===== config.mk =====
export PLATFORM = sky130hd
export DESIGN_NAME = sdt_timer
export DESIGN_NICKNAME = d
export VERILOG_FILES = /design/src/verilog/sdt_pkg.sv /design/src/verilog/sdt_if.sv /design/src/verilog/sdt_apb_port.sv /design/src/verilog/sdt_half_counter.sv /design/src/verilog/sdt_timer.sv
export SDC_FILE = /design/constraint.sdc
export NUM_CORES = 1
export LEC_CHECK = 0
export ABC_CLOCK_PERIOD_IN_PS = 3090
export BUFFER_PORTS_ARGS = -buffer_cell sky130_fd_sc_hd__buf_2
export CAP_MARGIN = 10
export CORE_MARGIN = 1.5
export CORE_UTILIZATION = 58
export DETAILED_ROUTE_END_ITERATION = 16
export GPL_TIMING_DRIVEN = 0
export HOLD_SLACK_MARGIN = 0.1
export MAX_ROUTING_LAYER = met4
export PLACE_DENSITY = 0.81
export SETUP_SLACK_MARGIN = 0.5
export SLEW_MARGIN = 20
export SYNTH_ARGS = -nofsm -noshare
export SYNTH_HDL_FRONTEND = slang
export SYNTH_HIERARCHICAL = 1
export SYNTH_SLANG_ARGS = --single-unit

===== constraint.sdc =====
create_clock -name clk_sys -period 3.09 [get_ports clk_sys]
set_input_delay 0.4635 -clock clk_sys [delete_from_list [all_inputs] [get_ports clk_sys]]
set_output_delay 0.4635 -clock clk_sys [all_outputs]
set_load 0.02 [all_outputs]

===== src/verilog/sdt_pkg.sv =====
// constants shared by the split dual byte timer and its helpers
// assumes a single clock domain and an apb master outside
package sdt_pkg;
  // register indices; byte address is four times the index
  localparam logic [5:0] IDX_CLK_SELECT  = 6'h00;
  localparam logic [5:0] IDX_BYTE_MODE   = 6'h04;
  localparam logic [5:0] IDX_UNF_LVL     = 6'h06;
  localparam logic [5:0] IDX_CMP_LVL     = 6'h07;
  localparam logic [5:0] IDX_CMD         = 6'h08;
  localparam logic [5:0] IDX_FLAGS       = 6'h0C;
  localparam logic [5:0] IDX_LOW_COUNT   = 6'h20;
  localparam logic [5:0] IDX_HIGH_COUNT  = 6'h21;
  localparam logic [5:0] IDX_HIGH_PERIOD = 6'h26;
  localparam logic [5:0] IDX_LOW_PERIOD  = 6'h27;
  localparam logic [5:0] IDX_CMP_BASE    = 6'h28;
  localparam int         N_CMP           = 4;
  localparam int         N_IRQ           = 6;
  localparam int         PRE_W           = 10;
  localparam int         CMD_LSB         = 2;
  localparam int         FLAG_LOW_UNF    = 0;
  localparam int         FLAG_HIGH_UNF   = 1;
  localparam int         FLAG_CMP_LSB    = 4;
  localparam logic [7:0] MODE_MASK       = 8'h03;
  localparam logic [7:0] UNF_LVL_MASK    = 8'h0F;
  localparam logic [7:0] CLK_MASK        = 8'h0F;
  localparam logic [7:0] FLAG_MASK       = 8'hF3;
  localparam logic [7:0] REG_RESET       = 8'h00;
  localparam logic [7:0] CNT_BOTTOM      = 8'h00;
  localparam logic [3:0] CLK_OFF         = 4'h0;
  localparam int         CLK_EVENT_BIT   = 3;
  // prescaler masks per clock select code 1..7 (1,2,4,8,64,256,1024)
  localparam logic [PRE_W-1:0] PRE_MASK [8] = '{
    10'h000, 10'h000, 10'h001, 10'h003, 10'h007, 10'h03F, 10'h0FF, 10'h3FF};
  typedef enum logic [1:0] {
    MODE_NORMAL = 2'b00, MODE_UPPER_CLEAR = 2'b01,
    MODE_TWO_COUNTER = 2'b10, MODE_RESERVED = 2'b11
  } sdt_mode_t;
  typedef enum logic [1:0] {
    CMD_NONE = 2'b00, CMD_RESERVED = 2'b01,
    CMD_RESTART = 2'b10, CMD_HARD_RESET = 2'b11
  } sdt_cmd_t;
endpackage : sdt_pkg


===== src/verilog/sdt_if.sv =====
// bundles between the timer top and its register port and counter halves
// assumes all ends run on clk_sys
`timescale 1ns/100ps
`default_nettype none
interface sdt_half_if;
  logic       tick;    // count step this cycle
  logic       clear;   // restart, hard reset or upper clear
  logic       wr;      // cpu write of the count
  logic [7:0] wdata;   // cpu write value
  logic [7:0] period;  // reload value
  logic [7:0] count;   // current count
  logic       bottom;  // tick taken while at bottom
  modport ctl (output tick, clear, wr, wdata, period, input count, bottom);
  modport cnt (input tick, clear, wr, wdata, period, output count, bottom);
endinterface : sdt_half_if

interface sdt_reg_if;
  logic       wr;     // one-cycle write strobe
  logic [5:0] idx;    // register index
  logic [7:0] wdata;  // write byte
  logic [7:0] rdata;  // read byte for idx
  logic       hit;    // idx is mapped
  modport bus (output wr, idx, wdata, input rdata, hit);
  modport regs (input wr, idx, wdata, output rdata, hit);
endinterface : sdt_reg_if
`default_nettype wire


===== src/verilog/sdt_apb_port.sv =====
// apb slave turning transfers into register strobes
// assumes an apb master on clk_sys; read data is taken in the setup cycle
`timescale 1ns/100ps
`default_nettype none
module sdt_apb_port
  import sdt_pkg::*;
(
  input  wire logic        clk_sys,
  input  wire logic        reset_n,
  input  wire logic        ce,
  input  wire logic        psel,
  input  wire logic        penable,
  input  wire logic        pwrite,
  input  wire logic [7:0]  paddr,
  input  wire logic [31:0] pwdata,
  output var  logic [31:0] prdata,
  output logic             pready,
  output logic             pslverr,
  sdt_reg_if.bus           rif
);
  logic taken;   // read data captured for this transfer
  logic miss;    // captured address was unmapped
  wire  cap     = psel & ~taken & ce;
  wire  mapped  = rif.hit & (paddr[1:0] == 2'b00);
  wire  done    = psel & penable & taken & ce;

  assign rif.idx   = paddr[7:2];
  assign rif.wdata = pwdata[7:0];
  // write lands on the completing edge only
  assign rif.wr    = done & pwrite & ~miss;
  assign pready    = penable & taken & ce;
  assign pslverr   = pready & miss;

  // capture read byte and decode once, hold until completion
  always_ff @(posedge clk_sys or negedge reset_n) begin
    if (!reset_n) begin
      taken  <= 1'b0;
      miss   <= 1'b0;
      prdata <= 32'h0000_0000;
    end else if (cap) begin
      taken  <= 1'b1;
      miss   <= ~mapped;
      prdata <= mapped ? {24'h00_0000, rif.rdata} : 32'h0000_0000;
    end else if (done) begin
      taken  <= 1'b0;
    end
  end
endmodule : sdt_apb_port
`default_nettype wire


===== src/verilog/sdt_half_counter.sv =====
// one eight-bit down counter half with reload
// assumes ticks, clears and writes come from the same clock
`timescale 1ns/100ps
`default_nettype none
module sdt_half_counter
  import sdt_pkg::*;
(
  input  wire logic clk_sys,
  input  wire logic reset_n,
  input  wire logic ce,
  sdt_half_if.cnt   hif
);
  logic [7:0] count;       // counter state
  logic [7:0] next_count;  // value for next edge
  wire        at_bottom = (count == CNT_BOTTOM);

  assign hif.bottom = hif.tick & at_bottom;
  assign next_count = hif.wr    ? hif.wdata :
                      hif.clear ? CNT_BOTTOM :
                      hif.tick  ? (at_bottom ? hif.period : count - 8'h01) :
                      count;
  assign hif.count  = count;

  // frozen while ce is low
  always_ff @(posedge clk_sys or negedge reset_n) begin
    if (!reset_n) count <= REG_RESET;
    else if (ce) count <= next_count;
  end
endmodule : sdt_half_counter
`default_nettype wire


===== src/verilog/sdt_timer.sv =====
// split dual byte timer: registers, clocking, modes, commands, flags
// assumes apb master on clk_sys and event inputs already on clk_sys
`timescale 1ns/100ps
`default_nettype none
module sdt_timer
  import sdt_pkg::*;
(
  input  wire logic        clk_sys,
  input  wire logic        reset_n,
  input  wire logic        ce,
  input  wire logic        psel,
  input  wire logic        penable,
  input  wire logic        pwrite,
  input  wire logic [7:0]  paddr,
  input  wire logic [31:0] pwdata,
  output var  logic [31:0] prdata,
  output logic             pready,
  output logic             pslverr,
  input  wire logic [7:0]  event_in,
  input  wire logic [5:0]  irq_ack,
  output var  logic [11:0] irq_level,
  output var  logic [3:0]  wave_out
);
  // bundles to the register port and both halves
  sdt_reg_if  rif ();
  sdt_half_if lo ();
  sdt_half_if hi ();

  // software visible state, shared by both halves
  logic [3:0]  clk_select;               // 0 stops both halves
  sdt_mode_t   operation_mode_select;    // counting mode

  // request levels; each half owns its pair so a hard reset stays local
  logic [1:0]  low_underflow_irq_level;  // low half underflow level
  logic [1:0]  high_underflow_irq_level; // high half underflow level
  wire  [3:0]  underflow_irq_level = {high_underflow_irq_level, low_underflow_irq_level};
  logic [7:0]  compare_irq_level;        // two bits per channel

  // flags and reload values
  logic [7:0]  irq_flags;                // bits 3:2 always zero
  logic [7:0]  low_period;               // low half top value
  logic [7:0]  high_period;              // high half top value

  // compare values of the low half, one per channel
  logic [7:0]  low_compare_value [N_CMP];

  // clocking state
  logic [PRE_W-1:0] pre_cnt;        // free prescaler
  logic [PRE_W-1:0] pre_mask;       // selected division mask
  logic             tick;           // timer clock for this cycle

  // register port
  sdt_apb_port u_apb (
    .clk_sys (clk_sys),
    .reset_n (reset_n),
    .ce      (ce),
    .psel    (psel),
    .penable (penable),
    .pwrite  (pwrite),
    .paddr   (paddr),
    .pwdata  (pwdata),
    .prdata  (prdata),
    .pready  (pready),
    .pslverr (pslverr),
    .rif     (rif)
  );

  // low byte counter half
  sdt_half_counter u_low (
    .clk_sys (clk_sys),
    .reset_n (reset_n),
    .ce      (ce),
    .hif     (lo)
  );

  // high byte counter half
  sdt_half_counter u_high (
    .clk_sys (clk_sys),
    .reset_n (reset_n),
    .ce      (ce),
    .hif     (hi)
  );

  // write strobes per register
  wire wr_clk   = rif.wr & (rif.idx == IDX_CLK_SELECT);
  wire wr_mode  = rif.wr & (rif.idx == IDX_BYTE_MODE);
  wire wr_unf   = rif.wr & (rif.idx == IDX_UNF_LVL);
  wire wr_cmpl  = rif.wr & (rif.idx == IDX_CMP_LVL);
  wire wr_cmd   = rif.wr & (rif.idx == IDX_CMD);
  wire wr_flags = rif.wr & (rif.idx == IDX_FLAGS);
  wire wr_low_count  = rif.wr & (rif.idx == IDX_LOW_COUNT);
  wire wr_high_count  = rif.wr & (rif.idx == IDX_HIGH_COUNT);
  wire wr_high_period  = rif.wr & (rif.idx == IDX_HIGH_PERIOD);
  wire wr_low_half_period  = rif.wr & (rif.idx == IDX_LOW_PERIOD);

  // compare value slots sit on even indices from the base
  wire [5:0] cmp_off = rif.idx - IDX_CMP_BASE;
  wire       cmp_hit = (rif.idx >= IDX_CMP_BASE) & ~cmp_off[0]
                       & (cmp_off[5:1] < 5'(N_CMP));
  wire [1:0] cmp_sel = cmp_off[2:1];

  // command decode; the command byte itself is never stored
  // acts only on the write strobe
  wire [1:0] cmd_code = rif.wdata[CMD_LSB+1:CMD_LSB];
  // target bit 0 low, bit 1 high
  wire       tgt_lo   = rif.wdata[0];
  wire       tgt_hi   = rif.wdata[1];
  wire       cmd_lo   = wr_cmd & tgt_lo;
  wire       cmd_hi   = wr_cmd & tgt_hi;
  wire       is_restart = (cmd_code == CMD_RESTART);
  wire       is_hard  = (cmd_code == CMD_HARD_RESET) & (clk_select == CLK_OFF);
  wire       rst_lo   = cmd_lo & is_restart;
  wire       rst_hi   = cmd_hi & is_restart;
  wire       hard_lo  = cmd_lo & is_hard;
  wire       hard_hi  = cmd_hi & is_hard;

  // mapped index check for the register port; anything else is refused
  assign rif.hit = (rif.idx == IDX_CLK_SELECT)
                 | (rif.idx == IDX_BYTE_MODE)
                 | (rif.idx == IDX_UNF_LVL)
                 | (rif.idx == IDX_CMP_LVL)
                 | (rif.idx == IDX_CMD)
                 | (rif.idx == IDX_FLAGS)
                 | (rif.idx == IDX_LOW_COUNT)
                 | (rif.idx == IDX_HIGH_COUNT)
                 | (rif.idx == IDX_HIGH_PERIOD)
                 | (rif.idx == IDX_LOW_PERIOD)
                 | cmp_hit;

  // read mux; reserved bits come back zero
  // reserved bits read zero
  assign rif.rdata =
      (rif.idx == IDX_CLK_SELECT)  ? {4'h0, clk_select} :
      (rif.idx == IDX_BYTE_MODE)   ? {6'h00, operation_mode_select} :
      (rif.idx == IDX_UNF_LVL)     ? {4'h0, underflow_irq_level} :
      (rif.idx == IDX_CMP_LVL)     ? compare_irq_level :
      (rif.idx == IDX_FLAGS)       ? irq_flags :
      (rif.idx == IDX_LOW_COUNT)   ? lo.count :
      (rif.idx == IDX_HIGH_COUNT)  ? hi.count :
      (rif.idx == IDX_HIGH_PERIOD) ? high_period :
      (rif.idx == IDX_LOW_PERIOD)  ? low_period :
      cmp_hit                      ? low_compare_value[cmp_sel] :
      // the command register always reads zero
      REG_RESET;

  // timer clock: prescaler tap or an event channel
  // event channels arrive on clk_sys already, so no synchroniser here
  // select 0 gives no tick at all, which is the stopped state
  assign pre_mask = PRE_MASK[clk_select[2:0]];
  assign tick = clk_select[CLK_EVENT_BIT] ? event_in[clk_select[2:0]] :
                (clk_select != CLK_OFF) & ((pre_cnt & pre_mask) == pre_mask);

  // prescaler runs always so a division change needs no restart;
  // the price is that the first tick after a select may come early
  always_ff @(posedge clk_sys or negedge reset_n) begin
    if (!reset_n) begin
      pre_cnt <= '0;
    end else if (ce) begin
      pre_cnt <= pre_cnt + 10'h001;
    end
  end

  // mode dependent stepping of the high half
  wire split_md = (operation_mode_select == MODE_TWO_COUNTER);
  wire upper_md = (operation_mode_select == MODE_UPPER_CLEAR);

  // low half: runs on every timer clock in all modes
  assign lo.tick   = tick;
  assign lo.clear  = rst_lo | hard_lo;
  assign lo.wr     = wr_low_count;
  assign lo.wdata  = rif.wdata;
  assign lo.period = low_period;

  // high half: split counts alone, normal cascades on low bottom
  // split, normal and reserved stepping
  assign hi.tick   = split_md ? tick : (~upper_md & lo.bottom);
  // upper byte forced zero per tick
  assign hi.clear  = rst_hi | hard_hi | (upper_md & tick);
  assign hi.wr     = wr_high_count;
  assign hi.wdata  = rif.wdata;
  assign hi.period = high_period;

  // flag set and clear vectors
  logic [7:0] flag_set;
  logic [7:0] flag_clr;
  logic [7:0] next_flags;
  logic [3:0] cmp_match;    // match on this timer clock
  logic [3:0] next_wave;
  logic [11:0] next_irq_level; // request levels for the next edge

  assign flag_set[FLAG_LOW_UNF]  = lo.bottom;
  assign flag_set[FLAG_HIGH_UNF] = hi.bottom;
  assign flag_set[3:2]           = 2'b00;

  // per compare channel: match, flag and waveform
  genvar gi;
  generate
    for (gi = 0; gi < N_CMP; gi++) begin : g_cmp
      // compare flag on low count match
      assign cmp_match[gi] = tick & (lo.count == low_compare_value[gi]);
      assign flag_set[FLAG_CMP_LSB+gi] = cmp_match[gi];
      // waveform set on match, dropped at bottom, restart or hard reset
      // a low half restart zeroes compare outputs
      assign next_wave[gi] = (lo.clear | lo.bottom) ? 1'b0 :
                             cmp_match[gi] ? 1'b1 : wave_out[gi];
      assign next_irq_level[2*(gi+2)+:2] =
          irq_flags[FLAG_CMP_LSB+gi] ? compare_irq_level[2*gi+:2] : 2'b00;
    end
  endgenerate

  // clears: written ones, vector acknowledge, hard reset of a half
  // ack or written one clears
  assign flag_clr = ({8{wr_flags}} & rif.wdata)
                  | {irq_ack[5:2], 2'b00, irq_ack[1:0]}
                  | {{4{hard_lo}}, 2'b00, hard_hi, hard_lo};
  // a new event wins over a clear in the same cycle
  assign next_flags = ((irq_flags & ~flag_clr) | flag_set) & FLAG_MASK;

  // flag and waveform state
  always_ff @(posedge clk_sys or negedge reset_n) begin
    if (!reset_n) begin
      irq_flags <= REG_RESET;
      wave_out  <= 4'h0;
    end else if (ce) begin
      irq_flags <= next_flags;
      wave_out  <= next_wave;
    end
  end

  // underflow requests carry their level while the flag is up
  // low underflow request level
  assign next_irq_level[1:0] = irq_flags[FLAG_LOW_UNF] ? low_underflow_irq_level : 2'b00;
  assign next_irq_level[3:2] = irq_flags[FLAG_HIGH_UNF] ? high_underflow_irq_level : 2'b00;

  // all request levels leave one register, one cycle behind the flags;
  // a level of zero means the source is masked
  always_ff @(posedge clk_sys or negedge reset_n) begin
    if (!reset_n) begin
      irq_level <= 12'h000;
    end else if (ce) begin
      irq_level <= next_irq_level;
    end
  end

  // shared control: clock select and mode, untouched by half resets
  always_ff @(posedge clk_sys or negedge reset_n) begin
    if (!reset_n) begin
      clk_select            <= CLK_OFF;
      operation_mode_select <= MODE_NORMAL;
    end else if (ce) begin
      if (wr_clk) clk_select <= rif.wdata[3:0] & CLK_MASK[3:0];
      // reserved mode 11 is stored and runs as normal
      if (wr_mode) operation_mode_select <= sdt_mode_t'(rif.wdata[1:0] & MODE_MASK[1:0]);
    end
  end

  // low half registers; compare levels go with the low half since
  // only the low half raises compare requests
  // hard reset restores low half
  always_ff @(posedge clk_sys or negedge reset_n) begin
    if (!reset_n) begin
      low_period              <= REG_RESET;
      low_underflow_irq_level <= 2'b00;
      compare_irq_level       <= REG_RESET;
    end else if (ce) begin
      // hard reset outranks any write
      if (hard_lo) begin
        low_period              <= REG_RESET;
        low_underflow_irq_level <= 2'b00;
        compare_irq_level       <= REG_RESET;
      end else begin
        if (wr_low_half_period) low_period <= rif.wdata;
        if (wr_unf) low_underflow_irq_level <= rif.wdata[1:0];
        if (wr_cmpl) compare_irq_level <= rif.wdata;
      end
    end
  end

  // compare values, cleared with the low half
  // hard reset clears compare values
  always_ff @(posedge clk_sys or negedge reset_n) begin
    if (!reset_n) begin
      for (int i = 0; i < N_CMP; i++) begin
        low_compare_value[i] <= REG_RESET;
      end
    end else if (ce) begin
      if (hard_lo) begin
        for (int i = 0; i < N_CMP; i++) begin
          low_compare_value[i] <= REG_RESET;
        end
      end else if (rif.wr & cmp_hit) begin
        // one slot per write, chosen by the index
        low_compare_value[cmp_sel] <= rif.wdata;
      end
    end
  end

  // high half registers; clock select and mode are left alone
  // hard reset restores high half
  always_ff @(posedge clk_sys or negedge reset_n) begin
    if (!reset_n) begin
      high_period              <= REG_RESET;
      high_underflow_irq_level <= 2'b00;
    end else if (ce) begin
      // hard reset outranks any write
      if (hard_hi) begin
        high_period              <= REG_RESET;
        high_underflow_irq_level <= 2'b00;
      end else begin
        if (wr_high_period) high_period <= rif.wdata;
        if (wr_unf) high_underflow_irq_level <= rif.wdata[3:2];
      end
    end
  end
endmodule : sdt_timer
`default_nettype wire


==> impl_results.md <==
* Combinational share of power at 10.3%
* Via count at 7563
* Largest net degree at the start of global routing at 70
* M2 GR Usage at 53.0%
* Critical path class: register to register
* Leakage at 0.00442 µW
* H-tree depth at 4
* I/O pins at 110
* Total grt overflow at 0
* Area Overhead vs Synth at 20.9%
* Netlist cell types at 80
* Max-Cap Viols at 0
* Initial antenna violation count at 1
* Nets at 1036
* CTS root buffer: clkbuf_16
* First drt pass iteration count at 6
* Most used DFF post-synth: dfrtp_1
* Number of flip-flops in the largest register at 32
* Register area share after synthesis at 39.5%
* Area of placed instances at 8420 µm²
* RSZ-0062 raised after global routing: true
* Clk sink count at 124
* Internal power at 3230 µW
* Switching share of power at 25.7%
* IO buf count at 47
* Mean post-synth cell area at 9.09 µm²
* HP Start: irq_ack[0]
* WP data required at 3440 ps
* Min-Delay Endpoint: irq_flags[0]$_DFFE_PN0P_
* Multi-input gate area at 4350 µm²
* Ratio of cells with drive above 1 in the final layout at 25.5%
* Post-route ant nets at 0
* Clock Path Buffers at 2
* Worst setup path start: clk_select[1]$_DFFE_PN0P_
* Initial Util at 59.3%
* Die X at 119 µm
* Async S/R FF share, synth at 100%
* CP arrival at 2970 ps
* GRT Overall Usage at 36.0%
* Final Cycle Share at 84.8%
* R2r startpoint: clk_select[1]$_DFFE_PN0P_
* Seq. cell area at 3100 µm²
* Total CTS buffers at 17
* Worst r2r dst: u_high/hif.count[6]$_DFFE_PN0P_
* Final hold violations at 0
* Critical path fanouts, max at 5
* Slew Viols, Final at 0
* Clk pwr share at 49.5%
* Die area at 14200 µm²
* VDD IR max at 359 µV
* Cells after synthesis at 863
* Filler Cells Inserted at 987
* Highest Clock Rate at 381 MHz
* Min Tclk post-route at 2620 ps
* Die Y at 119 µm
* Sequential Power Share at 40.2%
* First-pass GRT wire length at 38000 µm
* Largest regs: low_compare_value (32), irq_level (12), pre_cnt (10)
* Worst min path class: input port to register
* Hold Path Depth at 2
* Syn. warnings at 6
* #FFs+latches synth at 124
* Synth Cell Area at 7850 µm²
* Post-synth EDFFs at 0
* Largest Register: low_compare_value
* Grt met1 use at 47.2%
* Slew headroom at 21.7%
* Worst Tran Pin Value at 1160 ps
* # DRC at 0
* TritonCTS clock tree: yes
* Site Rows at 42
* Final setup skew at 10.2 ps
* Clk slew on worst S/H paths at 60 ps
* Grt met3 use at 7.90%
* Design Area, Final at 9490 µm²
* Vias in the first global route at 6936
* Setup crit end kind: register
* Core Box Area at 13200 µm²
* Routed WL at 24400 µm
* Endpoints failing setup at 0
* R2r worst-path depth at 11
* Worst Setup Start Kind: register
* Reg2Reg Setup Slack at 470 ps
* Most used routing layer: met2
* Initial DRC count at 1137
* Routed WL per cell at 21.0 µm
* Later-pin clock latency in the skew report at 430 ps
* NetSw at 1120 µW
* Routability cong. at 1.03
* Pwr dens at 459 nW/µm²
* WHS at 309 ps
* Vias per cell at 6.52
* HPWL after DPL at 16600 µm
* Outcome: finished, final reports clean
==> cell type report <==
class | count | share of cell area [%]
multi-input combinational | 638 | 45.9
sequential | 124 | 32.7
buffer | 93 | 6.81
clock buffer | 19 | 4.67
timing repair buffer | 65 | 4.33
tap | 176 | 2.32
clock inverter | 13 | 1.99
inverter | 31 | 1.28
antenna | 1 | 0.0264
==> cells in the final DEF (no fill, tap or decap), drive strengths merged, types with 12 or more instances in the layout <==
cell type | synthesis | final
nand2 | 132 | 132
buf | 64 | 127
dfrtp | 124 | 124
nand3 | 65 | 65
o21ai | 56 | 56
clkbuf | 29 | 49
xor2 | 39 | 39
inv | 31 | 34
nor2 | 27 | 27
conb | 1 | 24
nor3 | 21 | 21
a21oi | 19 | 19
nor4 | 13 | 13
a31oi | 12 | 12
and3 | 12 | 12
nor3b | 12 | 12
==> metrics by stage <==
stage | cells | worst slack (ps) | setup TNS, ps | util, % | power [µW]
3_5_place_dp | 1110 | -277 | -5220 | 63.6 | 2200
5_1_grt | 1160 | 397 | 0 | 71.6 | 4480
3_3_place_gp | 1109 | -300 | -5010 | 63.4 | 2180
2_1_floorplan | 886 | 503 | 0 | - | 2050
6_report | 1160 | 468 | 0 | 71.6 | 4350
4_1_cts | 1153 | 493 | 0 | 70.2 | 4340
==> routing by layer <==
| layer | share of wire, % | up-vias |
|---|---|---|
| li1 | - | 3295 |
| met1 | 39 | 3609 |
| met2 | 45 | 523 |
| met3 | 11 | 136 |
| met4 | 5.6 | 0 |
| met5 | 0 | - |
==> power groups by stage <==
stage	logic, µW	registers (µW)	clock network (µW)
after floorplan	290	1760	0
after global placement	406	1770	0
after detailed placement	420	1780	0
after CTS	429	1750	2160
after global routing	484	1760	2240
final	449	1750	2150
==> worst max-delay path, cell delays in order (launching register included) <==
cell and delay [ps]:
dfrtp_1 420, clkbuf_8 170, o21ai_0 210, o2bb2ai_1 160, a2111oi_4 270, a21oi_2 100
buf_6 150, o32ai_4 360, o31a_1 260, clkbuf_8 180, o211ai_1 100, o21ai_1 170
==> cell families after synthesis <==
logic type | count (synthesis) | synth area share (%)
fa+ha+maj | 6 | 0.957
other cells | 1 | 0.0478
xor+xnor | 45 | 5.02
buf+inv | 124 | 8.94
flops | 124 | 39.5
compound gates | 202 | 18.2
simple gates | 339 | 23.1
mux | 22 | 4.24
==> synthesized netlist by cell type (9+ instances only) <==
master | instances | area, µm²
a21oi_1 | 19 | 95.1
a22o_1 | 11 | 96.3
a22oi_1 | 11 | 82.6
a31oi_1 | 12 | 75.1
and3_1 | 12 | 75.1
buf_2 | 12 | 60.1
buf_4 | 41 | 308
buf_6 | 9 | 101
clkbuf_1 | 29 | 109
dfrtp_1 | 124 | 3100
inv_1 | 31 | 116
mux2_2 | 10 | 113
nand2_1 | 129 | 484
nand3_1 | 52 | 260
nand3_2 | 12 | 120
nor2_1 | 27 | 101
nor2b_1 | 9 | 56.3
nor3_1 | 20 | 100
nor3b_1 | 11 | 82.6
nor4_1 | 12 | 75.1
o211ai_1 | 11 | 82.6
o21ai_0 | 42 | 210
o21ai_1 | 13 | 65.1
o31ai_1 | 11 | 82.6
xor2_1 | 39 | 342
==> worst max-delay path by stage <==
stage | to | slack [ps]
floorplan | u_high/hif.count[1]$_DFFE_PN0P_ | 500
global placement | u_high/hif.count[0]$_DFFE_PN0P_ | -300
detailed placement | u_low/hif.count[6]$_DFFE_PN0P_ | -280
CTS | u_low/hif.count[5]$_DFFE_PN0P_ | 490
global route | u_high/hif.count[6]$_DFFE_PN0P_ | 400
finish | u_high/hif.count[6]$_DFFE_PN0P_ | 470
==> timing repair <==
action / CTS / global route
gates cloned: 1 / 0
setup buffers: 9 / 6
pin swaps: 5 / 7
setup endpoints to repair: 72 / 78
gates resized for setup: 46 / 36
hold endpoints to repair: 68 / 0
hold buffers: 1 / 0
Power figures use the tool's default switching activity.
